[src/hdl/bmdma_pkg.sv]
// Constants and types for the byte memory DMA engine.
// Assumes one 40 MHz clock and an APB master on the register side.
package bmdma_pkg;
   // Register byte addresses
   localparam logic [7:0] A_CTRL   = 8'h00;
   localparam logic [7:0] A_IADDR  = 8'h04;
   localparam logic [7:0] A_EOFF   = 8'h08;
   localparam logic [7:0] A_EPAGE  = 8'h0c;
   localparam logic [7:0] A_WCNT   = 8'h10;
   localparam logic [7:0] A_SYSCTL = 8'h14;
   localparam logic [7:0] A_CMSEN  = 8'h18;
   localparam logic [7:0] A_STATUS = 8'h1c;
   // Control and system control field positions
   localparam int F_FMT  = 0;
   localparam int F_DIR  = 2;
   localparam int F_CRST = 3;
   localparam int F_OVL  = 4;
   localparam int F_WAIT = 8;
   localparam int F_BSDIS = 3;
   // Format codes
   localparam logic [1:0] FMT_PM24 = 2'h0;
   localparam logic [1:0] FMT_DM16 = 2'h1;
   localparam logic [1:0] FMT_DMHI = 2'h2;
   localparam logic [1:0] FMT_DMLO = 2'h3;
   // Reset and boot values
   localparam logic [3:0]  CMSEN_RST  = 4'hb;
   localparam logic [13:0] BOOT_WORDS = 14'h0020;
   typedef enum logic [2:0] {
      ST_IDLE = 3'b000,
      ST_MRD  = 3'b001,
      ST_MCAP = 3'b010,
      ST_BREQ = 3'b011,
      ST_BACC = 3'b100,
      ST_MWR  = 3'b101
   } bmdma_st_t;
endpackage : bmdma_pkg

[src/hdl/bmdma_top.sv]
// Byte memory DMA engine with combined memory select and APB registers.
// Assumes core selects and core external requests are synchronous to clk_i.
`timescale 1ns/10ps
module bmdma_top (
   // Clock and reset
   input  wire logic        clk_i,
   input  wire logic        rst_n_i,
   input  wire logic        boot_byte_dma_i,
   // APB slave
   input  wire logic        psel_i,
   input  wire logic        penable_i,
   input  wire logic        pwrite_i,
   input  wire logic [7:0]  paddr_i,
   input  wire logic [31:0] pwdata_i,
   output logic      [31:0] prdata_o,
   output logic             pready_o,
   output logic             pslverr_o,
   // Core side
   input  wire logic        core_ext_req_i,
   input  wire logic        bus_granted_i,
   input  wire logic        program_memory_select_n_i,
   input  wire logic        data_memory_select_n_i,
   input  wire logic        io_space_select_n_i,
   output logic             core_hold_o,
   output logic             core_restart_o,
   output logic             byte_dma_done_o,
   // On-chip memory port
   output logic             mem_req_o,
   output logic             mem_we_o,
   output logic             mem_pm_o,
   output logic      [13:0] mem_addr_o,
   output logic      [3:0]  mem_overlay_select_o,
   output logic      [23:0] mem_wdata_o,
   input  wire logic [23:0] mem_rdata_i,
   // External byte bus
   output logic      [13:0] ext_addr_o,
   output logic      [23:0] ext_data_o,
   input  wire logic [23:0] ext_data_i,
   output logic             ext_page_oe_n_o,
   output logic             ext_byte_oe_n_o,
   output logic             ext_rd_n_o,
   output logic             ext_wr_n_o,
   output logic             byte_memory_select_n_o,
   output logic             combined_select_n_o
);

   typedef struct packed {
      bmdma_pkg::bmdma_st_t st;
      logic [1:0]  fmt;
      logic        dir;
      logic        crst;
      logic [3:0]  ovl;
      logic [2:0]  bwait;
      logic        bsdis;
      logic [3:0]  cmsen;
      logic [13:0] iaddr;
      logic [13:0] eoff;
      logic [7:0]  epage;
      logic [13:0] wcnt;
      logic [23:0] word;
      logic [7:0]  obyte;
      logic [1:0]  bidx;
      logic [2:0]  wsc;
      logic        bootchk;
      logic        bact;
      logic        pready;
      logic [31:0] prdata;
      logic        pslverr;
      logic        poe_n;
      logic        boe_n;
      logic        rd_n;
      logic        wr_n;
      logic        bms_n;
      logic        cms_n;
      logic        mreq;
      logic        mwe;
      logic        done;
      logic        hold;
      logic        restart;
      logic        pm;
   } bmdma_state_t;

   bmdma_state_t q_r;
   bmdma_state_t q_nxt;

   // Index of the last byte of a word for a format
   function automatic logic [1:0] last_byte(input logic [1:0] f);
      case (f)
         bmdma_pkg::FMT_PM24: last_byte = 2'h2;
         bmdma_pkg::FMT_DM16: last_byte = 2'h1;
         default:             last_byte = 2'h0;
      endcase
   endfunction : last_byte

   // Byte sent out, most significant first
   function automatic logic [7:0] pick(input logic [1:0] f, input logic [1:0] i,
                                       input logic [23:0] w);
      case (f)
         bmdma_pkg::FMT_PM24: pick = (i == 2'h0) ? w[23:16] : (i == 2'h1) ? w[15:8] : w[7:0];
         bmdma_pkg::FMT_DM16: pick = (i == 2'h0) ? w[15:8] : w[7:0];
         bmdma_pkg::FMT_DMHI: pick = w[15:8];
         default:             pick = w[7:0];
      endcase
   endfunction : pick

   logic        wr_acc;
   logic        rd_acc;
   logic [21:0] ext_next;
   logic [13:0] cnt_dec;

   always_comb begin
      q_nxt    = q_r;
      wr_acc   = psel_i && penable_i && q_r.pready && pwrite_i;
      rd_acc   = psel_i && penable_i && !q_r.pready;
      ext_next = {q_r.epage, q_r.eoff} + 22'h000001;
      cnt_dec  = q_r.wcnt - 14'h0001;
      q_nxt.done    = 1'b0;
      q_nxt.restart = 1'b0;
      q_nxt.bootchk = 1'b0;
      // APB: one wait cycle so answers come from flops
      q_nxt.pready  = rd_acc;
      q_nxt.pslverr = 1'b0;
      q_nxt.prdata  = 32'h0000_0000;
      if (rd_acc) begin
         case (paddr_i)
            bmdma_pkg::A_CTRL:   q_nxt.prdata = {21'h0, q_r.bwait, q_r.ovl, q_r.crst, q_r.dir, q_r.fmt};
            bmdma_pkg::A_IADDR:  q_nxt.prdata = {18'h0, q_r.iaddr};
            bmdma_pkg::A_EOFF:   q_nxt.prdata = {18'h0, q_r.eoff};
            bmdma_pkg::A_EPAGE:  q_nxt.prdata = {24'h0, q_r.epage};
            bmdma_pkg::A_WCNT:   q_nxt.prdata = {18'h0, q_r.wcnt};
            bmdma_pkg::A_SYSCTL: q_nxt.prdata = {28'h0, q_r.bsdis, 3'h0};
            bmdma_pkg::A_CMSEN:  q_nxt.prdata = {28'h0, q_r.cmsen};
            bmdma_pkg::A_STATUS: q_nxt.prdata = {30'h0, q_r.hold, q_r.st != bmdma_pkg::ST_IDLE};
            // Writes to holes are dropped quietly, only reads report an error
            default:             q_nxt.pslverr = !pwrite_i;
         endcase
      end
      if (wr_acc) begin
         case (paddr_i)
            bmdma_pkg::A_CTRL: begin
               q_nxt.fmt   = pwdata_i[bmdma_pkg::F_FMT +: 2];
               q_nxt.dir   = pwdata_i[bmdma_pkg::F_DIR];
               q_nxt.crst  = pwdata_i[bmdma_pkg::F_CRST];
               q_nxt.ovl   = pwdata_i[bmdma_pkg::F_OVL +: 4];
               q_nxt.bwait = pwdata_i[bmdma_pkg::F_WAIT +: 3];
            end
            bmdma_pkg::A_IADDR:  q_nxt.iaddr = pwdata_i[13:0];
            bmdma_pkg::A_EOFF:   q_nxt.eoff  = pwdata_i[13:0];
            bmdma_pkg::A_EPAGE:  q_nxt.epage = pwdata_i[7:0];
            bmdma_pkg::A_SYSCTL: q_nxt.bsdis = pwdata_i[bmdma_pkg::F_BSDIS];
            bmdma_pkg::A_CMSEN:  q_nxt.cmsen = pwdata_i[3:0];
            bmdma_pkg::A_WCNT: begin
               if (q_r.st == bmdma_pkg::ST_IDLE && pwdata_i[13:0] != 14'h0000) begin
                  q_nxt.wcnt = pwdata_i[13:0];
                  q_nxt.bidx = 2'h0;
                  q_nxt.st   = q_r.dir ? bmdma_pkg::ST_MRD : bmdma_pkg::ST_BREQ;
               end
            end
            default: q_nxt.pslverr = 1'b0;
         endcase
      end
      if (q_r.bootchk && boot_byte_dma_i) begin
         q_nxt.wcnt = bmdma_pkg::BOOT_WORDS;
         q_nxt.crst = 1'b1;
         q_nxt.st   = bmdma_pkg::ST_BREQ;
      end
      case (q_r.st)
         bmdma_pkg::ST_IDLE: q_nxt.bidx = 2'h0;
         bmdma_pkg::ST_MRD:  q_nxt.st = bmdma_pkg::ST_MCAP;
         bmdma_pkg::ST_MCAP: begin
            q_nxt.word = mem_rdata_i;
            q_nxt.st   = bmdma_pkg::ST_BREQ;
         end
         bmdma_pkg::ST_BREQ: begin
            if (!core_ext_req_i && !bus_granted_i) begin
               q_nxt.bact  = 1'b1;
               q_nxt.obyte = pick(q_r.fmt, q_r.bidx, q_r.word);
               q_nxt.wsc   = q_r.bwait;
               q_nxt.st    = bmdma_pkg::ST_BACC;
            end
         end
         bmdma_pkg::ST_BACC: begin
            if (q_r.wsc != 3'h0) begin
               q_nxt.wsc = q_r.wsc - 3'h1;
            end else begin
               q_nxt.bact = 1'b0;
               {q_nxt.epage, q_nxt.eoff} = ext_next;
               if (!q_r.dir) begin
                  q_nxt.word = {q_r.word[15:0], ext_data_i[15:8]};
               end
               q_nxt.bidx = q_r.bidx + 2'h1;
               q_nxt.st   = bmdma_pkg::ST_BREQ;
               if (q_r.bidx == last_byte(q_r.fmt)) begin
                  q_nxt.bidx = 2'h0;
                  if (!q_r.dir) begin
                     case (q_r.fmt)
                        bmdma_pkg::FMT_PM24: q_nxt.word = {q_r.word[15:0], ext_data_i[15:8]};
                        bmdma_pkg::FMT_DM16: q_nxt.word = {8'h00, q_r.word[7:0], ext_data_i[15:8]};
                        bmdma_pkg::FMT_DMHI: q_nxt.word = {8'h00, ext_data_i[15:8], 8'h00};
                        default:             q_nxt.word = {16'h0000, ext_data_i[15:8]};
                     endcase
                     q_nxt.st = bmdma_pkg::ST_MWR;
                  end else begin
                     q_nxt.wcnt  = cnt_dec;
                     q_nxt.iaddr = q_r.iaddr + 14'h0001;
                     q_nxt.st    = (cnt_dec == 14'h0000) ? bmdma_pkg::ST_IDLE : bmdma_pkg::ST_MRD;
                  end
               end
            end
         end
         bmdma_pkg::ST_MWR: begin
            q_nxt.wcnt  = cnt_dec;
            q_nxt.iaddr = q_r.iaddr + 14'h0001;
            q_nxt.st    = (cnt_dec == 14'h0000) ? bmdma_pkg::ST_IDLE : bmdma_pkg::ST_BREQ;
         end
         default: q_nxt.st = bmdma_pkg::ST_IDLE;
      endcase
      if (q_r.st != bmdma_pkg::ST_IDLE && q_nxt.st == bmdma_pkg::ST_IDLE) begin
         q_nxt.done    = 1'b1;
         q_nxt.restart = q_r.crst;
      end
      q_nxt.hold  = q_nxt.crst && q_nxt.st != bmdma_pkg::ST_IDLE;
      q_nxt.mreq  = q_nxt.st == bmdma_pkg::ST_MRD || q_nxt.st == bmdma_pkg::ST_MWR;
      q_nxt.mwe   = q_nxt.st == bmdma_pkg::ST_MWR;
      q_nxt.pm    = q_nxt.fmt == bmdma_pkg::FMT_PM24;
      q_nxt.rd_n  = !(q_nxt.bact && !q_r.dir);
      q_nxt.wr_n  = !(q_nxt.bact && q_r.dir);
      q_nxt.poe_n = !q_nxt.bact;
      q_nxt.boe_n = !(q_nxt.bact && q_r.dir);
      q_nxt.bms_n = !(q_nxt.bact && !q_nxt.bsdis) || bus_granted_i;
      q_nxt.cms_n = !((q_nxt.cmsen[0] && !program_memory_select_n_i) ||
                      (q_nxt.cmsen[1] && !data_memory_select_n_i) ||
                      (q_nxt.cmsen[2] && q_nxt.bact) ||
                      (q_nxt.cmsen[3] && !io_space_select_n_i)) || bus_granted_i;
   end

   always_ff @(posedge clk_i) begin
      if (!rst_n_i) begin
         q_r         <= '0;
         q_r.st      <= bmdma_pkg::ST_IDLE;
         q_r.cmsen   <= bmdma_pkg::CMSEN_RST;
         q_r.bootchk <= 1'b1;
         q_r.rd_n    <= 1'b1;
         q_r.wr_n    <= 1'b1;
         q_r.poe_n   <= 1'b1;
         q_r.boe_n   <= 1'b1;
         q_r.bms_n   <= 1'b1;
         q_r.cms_n   <= 1'b1;
         q_r.pm      <= 1'b1;
      end else begin
         q_r <= q_nxt;
      end
   end

   assign prdata_o               = q_r.prdata;
   assign pready_o               = q_r.pready;
   assign pslverr_o              = q_r.pslverr;
   assign core_hold_o            = q_r.hold;
   assign core_restart_o         = q_r.restart;
   assign byte_dma_done_o        = q_r.done;
   assign mem_req_o              = q_r.mreq;
   assign mem_we_o               = q_r.mwe;
   assign mem_pm_o               = q_r.pm;
   assign mem_addr_o             = q_r.iaddr;
   assign mem_overlay_select_o   = q_r.ovl;
   assign mem_wdata_o            = q_r.word;
   assign ext_addr_o             = q_r.eoff;
   assign ext_data_o             = {q_r.epage, q_r.obyte, 8'h00};
   assign ext_page_oe_n_o        = q_r.poe_n;
   assign ext_byte_oe_n_o        = q_r.boe_n;
   assign ext_rd_n_o             = q_r.rd_n;
   assign ext_wr_n_o             = q_r.wr_n;
   assign byte_memory_select_n_o = q_r.bms_n;
   assign combined_select_n_o    = q_r.cms_n;

   // Checks
   logic [3:0] strb_len_r;
   always_ff @(posedge clk_i) begin
      if (!rst_n_i || (ext_rd_n_o && ext_wr_n_o)) begin
         strb_len_r <= 4'h0;
      end else begin
         strb_len_r <= strb_len_r + 4'h1;
      end
   end

   chk_start_write: assert property (@(posedge clk_i) disable iff (!rst_n_i)
      wr_acc && paddr_i == bmdma_pkg::A_WCNT && pwdata_i[13:0] != 14'h0 && q_r.st == bmdma_pkg::ST_IDLE
      |=> q_r.st != bmdma_pkg::ST_IDLE) else $error("count write did not start engine");
   chk_wait_len: assert property (@(posedge clk_i) disable iff (!rst_n_i)
      !(ext_rd_n_o && ext_wr_n_o) ##1 (ext_rd_n_o && ext_wr_n_o)
      |-> $past(strb_len_r) == {1'b0, q_r.bwait}) else $error("byte strobe length wrong");
   chk_steal_one: assert property (@(posedge clk_i) disable iff (!rst_n_i)
      mem_req_o |=> !mem_req_o) else $error("more than one stolen cycle");
   chk_fmt_zero: assert property (@(posedge clk_i) disable iff (!rst_n_i)
      mem_req_o && mem_we_o && q_r.fmt == bmdma_pkg::FMT_DMHI
      |-> mem_wdata_o[7:0] == 8'h00 && mem_wdata_o[23:16] == 8'h00) else $error("unused bits not zero");
   chk_done_zero: assert property (@(posedge clk_i) disable iff (!rst_n_i)
      byte_dma_done_o |-> q_r.wcnt == 14'h0 && q_r.st == bmdma_pkg::ST_IDLE) else $error("done with count left");
   chk_page_carry: assert property (@(posedge clk_i) disable iff (!rst_n_i)
      $rose(ext_rd_n_o && ext_wr_n_o) && $past(q_r.eoff) == 14'h3fff
      |-> q_r.eoff == 14'h0 && q_r.epage == 8'($past(q_r.epage) + 8'h01)) else $error("page carry lost");
   chk_core_first: assert property (@(posedge clk_i) disable iff (!rst_n_i)
      core_ext_req_i && q_r.st == bmdma_pkg::ST_BREQ |=> ext_rd_n_o && ext_wr_n_o) else $error("byte access beat core");
   chk_bms_dis: assert property (@(posedge clk_i) disable iff (!rst_n_i)
      q_r.bsdis && $past(q_r.bsdis) |-> byte_memory_select_n_o) else $error("byte select not suppressed");
   cov_boot_run: cover property (@(posedge clk_i) disable iff (!rst_n_i) byte_dma_done_o && core_restart_o);
   cov_write_out: cover property (@(posedge clk_i) disable iff (!rst_n_i) !ext_wr_n_o ##[1:8] byte_dma_done_o);
   cov_carry: cover property (@(posedge clk_i) disable iff (!rst_n_i) q_r.eoff == 14'h0 && $past(q_r.eoff) == 14'h3fff);

endmodule : bmdma_top

[config.mk]
export PLATFORM = sky130hd
export DESIGN_NAME = bmdma_top
export DESIGN_NICKNAME = d
export VERILOG_FILES = /design/src/hdl/bmdma_pkg.sv /design/src/hdl/bmdma_top.sv
export SDC_FILE = /design/constraint.sdc
export NUM_CORES = 1
export LEC_CHECK = 0
export ABC_CLOCK_PERIOD_IN_PS = 5790
export BUFFER_PORTS_ARGS = -buffer_cell sky130_fd_sc_hd__buf_4
export CAP_MARGIN = 20
export CORE_UTILIZATION = 45
export DETAILED_ROUTE_END_ITERATION = 6
export PLACE_DENSITY_LB_ADDON = 0.05
export SYNTH_ARGS = -nofsm -noshare
export SYNTH_HDL_FRONTEND = slang
export SYNTH_SLANG_ARGS = --single-unit
[constraint.sdc]
create_clock -name clk_i -period 5.79 [get_ports clk_i]
set_clock_uncertainty 0.05 [all_clocks]
set_input_delay 0 -clock clk_i [delete_from_list [all_inputs] [get_ports clk_i]]
set_output_delay 0 -clock clk_i [all_outputs]
set_load 0.05 [all_outputs]
After elaboration in Yosys (flattened, before gate mapping). Cells that the tools add are included.

Add/sub/neg operators: 5. Eq/ne operators: 21. Muxes and demuxes: 61. Reduce and logical (&&, ||, !) cells: 57.

Operators by type and width (count): 14-bit 2-to-1 mux (8); 14-bit one-hot mux with 8 select lines (1); 74-bit 2-to-1 mux (1); 24-bit one-hot mux with 3 select lines (1); 69-bit 2-to-1 mux (1); 14-bit one-hot mux with 2 select lines (2); 24-bit 2-to-1 mux (2); 48-bit 2-to-1 mux (1); 24-bit one-hot mux with 2 select lines (1); 38-bit 2-to-1 mux (1); 8-bit by 5-bit == test with 1-bit output, second input constant (4); 8-bit 2-to-1 mux (4); 3-bit 2-to-1 mux (9); 8-bit one-hot mux with 3 select lines (1); 22-bit by 1-bit adder with 22-bit output, second input constant (1); 22-bit 2-to-1 mux (1); 2-bit 2-to-1 mux (9); 3-bit one-hot mux with 6 select lines (1); 8-bit by 4-bit == test with 1-bit output, second input constant (2); 1-bit logical AND (16); 15-bit 2-to-1 mux (1); 14-bit by 1-bit adder with 14-bit output, second input constant (1); 1-bit zero test (14); 14-bit zero test (1); 28 further kinds (60).

Flip-flop bits (word level): 153. Bits of input ports: 99. Logic and storage cells: 176.

Depth between registers and ports, before layout. Gate-level depths: netlist of the first run.

Depth after elaboration: 12. Gate-level depth with buffers: 10. Mapped depth without buffers: 9.

Least setup slack after synthesis of the first run. OpenSTA, ideal clock, no wires.

Kind: register to register. Start point: reg q_r, in the netlist pready_o. End point: reg q_r, in the netlist ext_data_o[16]. Arrival: 2157 ps. Data required time: 5610 ps. Path slack: 3453 ps. Stages on the path, launching flop included: 7. Path buffers: 1. Period minus slack after synthesis: 2337 ps. Cells stage by stage: dfxtp_1 nand4_1 or4_4 or3_1 buf_6 o22ai_1 nor3_2.

Cells in the longest elaborated chain, start to end: 5.

RTL lines: from (decl) (RTL line bmdma_top.sv:83) `bmdma_state_t q_r;`; from (signal assigned) (RTL line bmdma_top.sv:251) `q_r <= q_nxt;`; 1-bit logical AND (*) (2 in series) (RTL line bmdma_top.sv:113) `wr_acc = psel_i && penable_i && q_r.pready && pwrite_i;`; 69-bit 2-to-1 mux (*) (RTL line bmdma_top.sv:138) `if (wr_acc) begin`; 74-bit 2-to-1 mux (RTL line bmdma_top.sv:183) `if (q_r.wsc != 3'h0) begin`; 22-bit 2-to-1 mux (*) (RTL line bmdma_top.sv:167) `case (q_r.st)`.

Mark *: on every way between the ends. The rest lies on a longest branch, timed or not. The select of a mux whose other input is x is not followed. A chain may end at the register's enable or synchronous reset.

Worst setup path in the final report of the first run.
Start point: reg q_r[48] (netlist bit). End point: reg q_r, in the netlist mem_wdata_o[12].

Cells in the longest elaborated chain, start to end: 3.

RTL lines (RTL line): 3-bit nonzero test (bmdma_top.sv:183); 2-bit inequality test (no line); 2-bit AND reduction (no line).

No other way between the ends.

==> results.py, run 1 <==
metrics = {
    "status": {
        "status": "finished, final reports clean",
    },
    "timing": {
        "final-setup-viol-count": 0,
        "min_period_ns": 3.41,
        "worst_pin_slew_ns": 1.05,
        "hold_viol_final": 0,
        "tns_ns": 0,
        "max_freq_mhz": 293,
        "rsz0062_at_grt": "false",
        "fin_crit_sh_pct": 58.9,
        "slew_viol_final": 0,
        "relSlewSlack_pct": 29.8,
    },
    "synthesis": {
        "synthFlopType": "dfxtp_1",
        "synth_seq_cells": 135,
        "postSynthAreaPerCell_sq_um": 7.87,
        "ys_async_sr_fraction_pct": 0,
        "synth-edff-count": 0,
        "synthesis.instances": 1028,
        "ys_types": 70,
        "synth_area_sq_um": 8090,
        "yosysSeqAreaShare_pct": 33.4,
        "yosysWarnings": 0,
    },
    "floorplan": {
        "initial_core_util_pct": 46.5,
        "core_area_sq_um": 17400,
        "fp.dieH_um": 136,
        "fp-row-count": 48,
        "io-pin-count": 225,
        "die-area_sq_um": 18500,
        "die_w_um": 136,
    },
    "pwr": {
        "p_total_mw": 3.00,
        "ir_drop_v": 0.000306,
        "power_leakage_nw": 3.94,
        "power_density_nw_per_um2": 303,
    },
    "detailed_routing": {
        "routed_via_density": 5.82,
        "drc": 0,
        "wl_um": 27300,
        "via_count": 7965,
        "drtIter0Drc": 660,
        "wire_per_inst_um": 19.9,
        "final_antenna_net_count": 0,
        "drtPass1Iterations": 5,
    },
    "placement": {
        "placed_cell_area_sq_um": 8650,
        "io_buffer_count": 164,
        "place_congestion": 0.917,
        "hpwl_um": 18800,
    },
    "cells_and_area": {
        "multiInputGateArea_sq_um": 4330,
        "fin_area_sq_um": 9900,
        "post-route-util_pct": 56.8,
        "antenna_cells": 0,
        "n_fill_cell": 1697,
        "areaGrowthSynthToFinish_pct": 22.3,
        "seq_area_sq_um": 2700,
        "drive_above_1_share_pct": 20.3,
        "nets": 1238,
    },
    "global_route": {
        "grt_usage_pct": 29.5,
        "grt_busiest_layer": "met2",
        "grt_use_met2_pct": 44.0,
        "grt_max_degree": 85,
        "first_global_vias": 7016,
        "grt_use_met1_pct": 42.2,
        "grt_pass1_wl_um": 40900,
        "use_met3_pct": 5.11,
        "grt_overflow": 0,
        "antenna_found_initial": 0,
    },
    "worst_setup_path": {
        "worst-path-max-fanout": 24,
        "critPathCaptureType": "flip-flop",
        "worst-endpoint-required_ns": 6.04,
        "arrival_ns": 3.66,
        "worstSetupStartpointType": "flip-flop",
        "critical_path_class": "reg2reg",
    },
    "cts": {
        "worst_skew_pair.late_latency_ns": 0.42,
        "cts_tree": "built",
        "clkSlewWorstSetupHoldPaths_ns": 0.06,
        "cts_buffer_depth": 2,
        "cts.sinks": 135,
        "post_cts_buffers": 0,
        "numCtsBuffers": 17,
        "htree_num_levels": 4,
        "cts_root_buf": "clkbuf_16",
    },
    "flow_run": {
        "maxCapViolCount": 0,
    },
    "worst_hold_path": {
        "min_path_type": "in2reg",
    },
}
==> logic make-up (layout without fill, tap and decap cells) <==
group | Yosys count | after routing | synth area share (%)
other cells | 1 | 26 | 0.0463
compound gates | 278 | 278 | 22.3
xor+xnor | 9 | 9 | 0.974
buf+inv | 192 | 283 | 14.3
flops | 135 | 135 | 33.4
fa+ha+maj | 8 | 8 | 1.24
simple gates | 370 | 370 | 22.6
mux | 35 | 35 | 5.15
==> stage by stage <==
stage               hold slack, ns  std cells  worst slack [ns]
floorplan                   0.0261       1053              3.45
global placement             0.129       1272              2.52
detailed placement           0.134       1272              2.51
CTS                         0.0318       1367              2.47
global route                0.0395       1369              2.19
finish                      0.0500       1369              2.38
==> flip-flops by register name, indices dropped and copies added, names as in the netlist, 4 cells and up <==
signal,flops
prdata_o,14
mem_overlay_select_o,4
mem_addr_o,14
mem_wdata_o,24
q_r,36
ext_addr_o,14
ext_data_o,16
==> synthesized netlist by cell type (all sizes together) (12+ instances only) <==
cell / number / area [sq um]
a211oi: 20 / 150
a21oi: 81 / 405
a22o: 18 / 158
a22oi: 25 / 188
a31oi: 12 / 75.1
and3: 14 / 87.6
buf: 124 / 902
clkbuf: 52 / 195
dfxtp: 135 / 2700
inv: 16 / 60.1
mux2i: 27 / 270
nand2: 105 / 394
nand3: 35 / 180
nor2: 108 / 405
nor3: 20 / 126
nor4: 15 / 115
o21ai: 56 / 284
==> critical path, stage by stage (launching register included) <==
cell and delay (ns):
dfxtp_1 0.35, inv_1 0.07, ha_1 0.24, and4bb_2 0.27, nand2_1 0.57, nand2_1 0.71
o21ai_0 0.36, a21oi_1 0.07, dlygate4sd3_1 0.57
==> path summary, 6_finish.rpt <==
kind,depth (start not counted),from,slack [ns],endpoint
worst min-delay path,3,boot_byte_dma_i,0.05,q_r[90]
worst max-delay path,8,q_r[48],2.38,mem_wdata_o[12]
worst max register to register,8,q_r[48],2.38,mem_wdata_o[12]
worst min register to register,2,mem_overlay_select_o[1],0.43,mem_overlay_select_o[1]
==> layer usage <==
metal	wire length [um]	up-vias
met5	0	-
met1	12500	3776
li1	-	3787
met4	707	0
met2	12100	354
met3	1970	48
==> layout make-up <==
cell class | instances | share of cell area, %
Tap cell | 225 | 2.84
Timing Repair Buffer | 235 | 19.7
Clock inverter | 8 | 0.973
Clock buffer | 24 | 4.87
Sequential cell | 135 | 27.3
Multi-Input combinational cell | 726 | 43.8
Inverter | 16 | 0.607
==> cells in the final DEF (no fill, tap or decap), types with 14 or more instances in the layout <==
master	instances
a211oi_1	20
nand2_1	105
o21ai_0	55
dfxtp_1	135
a22o_1	18
buf_4	170
clkbuf_16	17
mux2i_1	27
nor3_1	15
inv_1	15
nor2_1	108
a22oi_1	25
a21oi_1	81
dlygate4sd3_1	63
nand3_1	34
and3_1	14
conb_1	26
==> power breakdown <==
group / switching (mW) / internal [mW] / total (mW)
logic: 0.543 / 0.286 / 0.829
clock network: 0.413 / 0.666 / 1.08
registers: 0.0906 / 0.998 / 1.09
total: 1.05 / 1.95 / 3.00
==> what timing repair did <==
action	4_1_cts	5_1_grt
resized for setup	0	0
endpoints found under the hold margin	100	0
hold buffers	63	0
Power figures use the tool's default switching activity.
==> run 2: changes to the inputs <==
- ABC_AREA: unset -> 1
- ABC_CLOCK_PERIOD_IN_PS: 5790 -> 3420
- clock period: 5.79 -> 3.42 ns (I/O delays scaled with it)
==> results.py, run 2 <==
metrics = {
    "synthesis": {
        "ys_types": 43,
        "synth_compound_area_share_pct": 24.3,
        "synth_most_common_cell": "nand2_1",
        "synth_top_area_share_pct": 32.6,
        "synthFlopType": "dfxtp_1",
        "yosysSeqAreaShare_pct": 32.6,
        "synth-adder-area-share_pct": 1.21,
        "ys_async_sr_fraction_pct": 0,
        "synth_seq_cells": 135,
        "synthTopCellsByCount": "nand2_1 (211), a21oi_1 (142), inv_1 (136)",
        "synth_mux_area_share_pct": 0.121,
        "synth_area_sq_um": 8290,
        "synth-edff-count": 0,
        "postSynthAreaPerCell_sq_um": 6.78,
        "synthesis.instances": 1223,
        "yosys.area_share.xor_xnor_pct": 1.25,
        "synthTopCellsByArea": "dfxtp_1 (33%), buf_4 (10%), nand2_1 (9.6%)",
        "yosysTopAreaCell": "dfxtp_1",
        "yosysWarnings": 0,
        "synth_top_family_by_area": "compound AO/OA/AOI/OAI gates",
        "synth-simple-area-share_pct": 21.4,
    },
    "floorplan": {
        "fp-row-count": 49,
        "core_area_sq_um": 18000,
        "die_w_um": 138,
        "fp.dieH_um": 138,
        "io-pin-count": 225,
        "die-area_sq_um": 19000,
        "initial_core_util_pct": 46.0,
    },
    "cts": {
        "cts_resized": 0,
        "worst_skew_pair.late_latency_ns": 0.43,
        "cts.sinks": 135,
        "post_cts_buffers": 0,
        "cts_buffer_depth": 2,
        "cts_root_buf": "clkbuf_16",
        "hold_buffers": 66,
        "cts_tree": "built",
        "htree_num_levels": 4,
        "numCtsBuffers": 17,
        "clkSlewWorstSetupHoldPaths_ns": 0.06,
    },
    "detailed_routing": {
        "wl_um": 27300,
        "wire_per_inst_um": 17.1,
        "drtPass1Iterations": 5,
        "routed_via_density": 5.35,
        "drtIter0Drc": 664,
        "final_antenna_net_count": 0,
        "via_count": 8531,
        "drc": 0,
    },
    "cells_and_area": {
        "nets": 1459,
        "antenna_cells": 0,
        "stdcell_count": 1594,
        "post-route-util_pct": 56.9,
        "final_common_cell": "nand2_1",
        "drive_above_1_share_pct": 18.1,
        "layout_common_cells": "nand2_1 (211), buf_4 (173), a21oi_1 (142)",
        "regMostFlops": "q_r",
        "areaGrowthSynthToFinish_pct": 23.7,
        "largest_reg_flops": 36,
    },
    "worst_setup_path": {
        "worst-endpoint-required_ns": 3.74,
        "rr_startpoint": "pready_o",
        "critical_path_class": "reg2reg",
        "critPathCaptureType": "flip-flop",
        "arrival_ns": 3.35,
        "worstSetupStartpointType": "flip-flop",
        "crit_start": "pready_o",
        "worst-path-max-fanout": 8,
    },
    "timing": {
        "tns_ns": 0,
        "worst_pin_slew_ns": 0.750,
        "min_period_ns": 3.03,
        "final-setup-viol-count": 0,
        "fin_crit_sh_pct": 88.6,
        "slew_viol_final": 0,
        "relSlewSlack_pct": 49.9,
        "max_freq_mhz": 330,
        "hold_viol_final": 0,
        "setup_slack_ns": 0.391,
        "rsz0062_at_grt": "false",
    },
    "flow_run": {
        "maxCapViolCount": 0,
    },
    "pwr": {
        "power_leakage_nw": 4.44,
        "p_sw_share_pct": 34.4,
        "share_seq_of_total_power_pct": 34.0,
        "power.switching_mw": 1.83,
        "ir_drop_v": 0.000370,
        "clkPwrFrac_pct": 38.7,
        "power_density_nw_per_um2": 520,
        "pwr-share-comb_pct": 27.3,
        "p_int_mw": 3.50,
    },
    "placement": {
        "place_inst": 1495,
        "pre_cts_slack_ns": 0.368,
        "place_congestion": 0.924,
        "hpwl_um": 19700,
        "io_buffer_count": 164,
    },
    "global_route": {
        "grt_max_degree": 57,
        "grt_overflow": 0,
        "first_global_vias": 7803,
        "antenna_found_initial": 0,
        "grt_usage_pct": 29.3,
        "grt_pass1_wl_um": 41800,
    },
    "worst_hold_path": {
        "min_path_type": "in2reg",
        "min_from": "paddr_i[3]",
    },
    "status": {
        "status": "finished, final reports clean",
    },
}
[run 2: metrics by stage]
stage	power, mW	instance area (sq um)	hold slack, ns
after floorplan	2.89	8380	0.0264
after global placement	3.19	8940	0.129
after detailed placement	3.19	8940	0.134
after CTS	5.32	10200	0.0549
after global routing	5.54	10300	0.117
final	5.33	10300	0.0633
[run 2: layout make-up]
type / count / area, sq um
well taps: 229 / 287
multi-input cells: 811 / 4100
flip-flops and latches: 135 / 2700
clock buffers: 24 / 482
inverters: 148 / 556
fillers: 1832 / 7770
clock inverters: 8 / 168
repair buffers: 239 / 1960
[run 2: logic make-up after synthesis]
| group | count (synthesis) |
|---|---|
| buf+inv | 302 |
| compound gates | 355 |
| flops | 135 |
| other cells | 1 |
| simple gates | 410 |
| xor+xnor | 11 |
| mux | 1 |
| fa+ha+maj | 8 |
[run 2: power by group through the flow]
| stage | sequential [mW] | combinational, mW | clock [mW] |
|---|---|---|---|
| after floorplan | 1.85 | 1.04 | 0 |
| after global placement | 1.84 | 1.35 | 0 |
| after detailed placement | 1.84 | 1.35 | 0 |
| after CTS | 1.81 | 1.44 | 2.07 |
| after global routing | 1.83 | 1.56 | 2.15 |
| final | 1.81 | 1.46 | 2.06 |
[run 2: metal layers]
| metal | GRT usage, % | vias to the layer above | wire length (um) |
|---|---|---|---|
| met5 | 0 | - | 0 |
| met4 | 11.3 | 0 | 688 |
| met3 | 4.05 | 45 | 1670 |
| met2 | 51.8 | 339 | 13500 |
| met1 | 35.7 | 3945 | 11400 |
| li1 | - | 4202 | - |
[run 2: worst paths after layout]
check	depth (start not counted)	endpoint	slack, ns
setup / recovery	8	combined_select_n_o	0.39
hold / removal	6	prdata_o[9]	0.06
setup reg to reg	8	combined_select_n_o	0.39
hold reg to reg	2	mem_wdata_o[16]	0.44
[run 2: critical path, cell delays in order, from the launching register on]
cell and delay [ns]:
dfxtp_1 0.37, nand3_1 0.37, inv_1 0.25, nand3_1 0.22, o21ai_0 0.32, o22ai_1 0.11
dlygate4sd3_1 0.56, o21ai_0 0.16, dlygate4sd3_1 0.56
==> run 3: changes to the inputs <==
- CORE_UTILIZATION: 45 -> 54
- CTS_BUF_LIST: unset -> sky130_fd_sc_hd__clkbuf_16
==> results.py, run 3 (same netlist as run 2, synthesis figures left out) <==
metrics = {
    "status": {
        "status": "finished, final reports clean",
    },
    "cells_and_area": {
        "layout_common_cells": "nand2_1 (211), buf_4 (174), a21oi_1 (142)",
        "nets": 1461,
        "regMostFlops": "q_r",
        "stdcell_count": 1550,
        "drive_above_1_share_pct": 18.0,
        "largest_reg_flops": 36,
        "areaGrowthSynthToFinish_pct": 22.3,
        "final_common_cell": "nand2_1",
        "n_fill_cell": 1301,
        "post-route-util_pct": 68.7,
        "antenna_cells": 0,
    },
    "timing": {
        "rsz0062_at_grt": "false",
        "tns_ns": 0,
        "relSlewSlack_pct": 47.3,
        "setup_slack_ns": 0.386,
        "max_freq_mhz": 330,
        "hold_viol_final": 0,
        "min_period_ns": 3.03,
        "slew_viol_final": 0,
        "fin_crit_sh_pct": 88.7,
        "worst_pin_slew_ns": 0.790,
        "final-setup-viol-count": 0,
    },
    "detailed_routing": {
        "wl_um": 26400,
        "drtPass1Iterations": 6,
        "drtIter0Drc": 708,
        "via_count": 8713,
        "wire_per_inst_um": 17.0,
        "routed_via_density": 5.62,
        "final_antenna_net_count": 0,
        "drc": 0,
    },
    "worst_setup_path": {
        "critical_path_class": "reg2reg",
        "worst-endpoint-required_ns": 3.74,
        "r2r_cells": 8,
        "r2r-end": "combined_select_n_o",
        "critPathCaptureType": "flip-flop",
        "endpoint": "combined_select_n_o",
        "worstSetupStartpointType": "flip-flop",
        "arrival_ns": 3.35,
        "reg2reg_slack_ns": 0.39,
        "crit_start": "pready_o",
        "rr_startpoint": "pready_o",
        "worst-path-max-fanout": 8,
    },
    "cts": {
        "worst_skew_pair.late_latency_ns": 0.43,
        "cts_root_buf": "clkbuf_16",
        "post_cts_buffers": 0,
        "htree_num_levels": 4,
        "cts.sinks": 135,
        "clkSlewWorstSetupHoldPaths_ns": 0.06,
        "cts_tree": "built",
        "cts_resized": 0,
        "cts_buffer_depth": 2,
        "numCtsBuffers": 17,
        "hold_buffers": 67,
    },
    "floorplan": {
        "die_w_um": 126,
        "initial_core_util_pct": 56.2,
        "fp-row-count": 44,
        "fp.dieH_um": 126,
        "io-pin-count": 225,
        "die-area_sq_um": 15800,
        "core_area_sq_um": 14800,
    },
    "global_route": {
        "antenna_found_initial": 0,
        "grt_max_degree": 46,
        "grt_usage_pct": 32.8,
        "grt_overflow": 0,
        "grt_pass1_wl_um": 40700,
        "first_global_vias": 7986,
    },
    "pwr": {
        "power_density_nw_per_um2": 506,
        "power_leakage_nw": 4.43,
        "ir_drop_v": 0.000370,
    },
    "worst_hold_path": {
        "min_path_type": "in2reg",
    },
    "placement": {
        "io_buffer_count": 164,
        "pre_cts_slack_ns": 0.863,
        "place_congestion": 0.980,
        "hpwl_um": 18400,
        "place_inst": 1452,
    },
    "flow_run": {
        "maxCapViolCount": 0,
    },
}
==> run 3: per-stage QoR <==
| step | area, sq um | total power [mW] | hold slack, ns |
|---|---|---|---|
| 6_report | 10100 | 5.13 | 0.0474 |
| 5_1_grt | 10100 | 5.32 | 0.0713 |
| 4_1_cts | 10100 | 5.11 | 0.0377 |
| 3_5_place_dp | 8890 | 3.19 | 0.130 |
| 3_3_place_gp | 8890 | 3.18 | 0.129 |
| 2_1_floorplan | 8380 | 2.89 | 0.0264 |
==> run 3: layout make-up <==
type / count / area (sq um) / area share (%)
clock buffers: 17 / 425 / 4.20
clock inverters: 14 / 144 / 1.42
repair buffers: 241 / 1980 / 19.5
multi-input cells: 811 / 4100 / 40.5
well taps: 184 / 230 / 2.27
inverters: 148 / 556 / 5.48
flip-flops and latches: 135 / 2700 / 26.7
==> run 3: how the worst min path moves through the flow <==
stage           endpoint  cells after the start  slack, ns            from
4_1_cts        mem_req_o                      6       0.04  core_ext_req_i
3_3_place_gp   pslverr_o                      2       0.13        pwrite_i
2_1_floorplan  pslverr_o                      1       0.03        pwrite_i
6_report       mem_req_o                      6       0.05  core_ext_req_i
5_1_grt        mem_req_o                      6       0.07  core_ext_req_i
3_5_place_dp   pslverr_o                      2       0.13        pwrite_i
==> run 3: where the power goes <==
part / internal [mW] / switching [mW] / total [mW]
clock network: 1.12 / 0.695 / 1.82
logic: 0.489 / 1.02 / 1.51
registers: 1.70 / 0.111 / 1.81
==> run 3: worst max-delay path, cell delays in order (launching register included) <==
cell	delay, ns
dfxtp_1	0.36
nand3_1	0.36
inv_1	0.24
nand3_1	0.23
o21ai_0	0.34
o22ai_1	0.11
dlygate4sd3_1	0.56
o21ai_0	0.15
dlygate4sd3_1	0.56
==> run 3: metal layers <==
layer  vias to the layer above  part of all wire [%]  track usage (%)
met2                       467                    47             54.6
li1                       4204                     -                -
met4                         0                   4.7             18.8
met3                        78                   7.7             6.67
met5                         -                     0                0
met1                      3964                    40             39.5
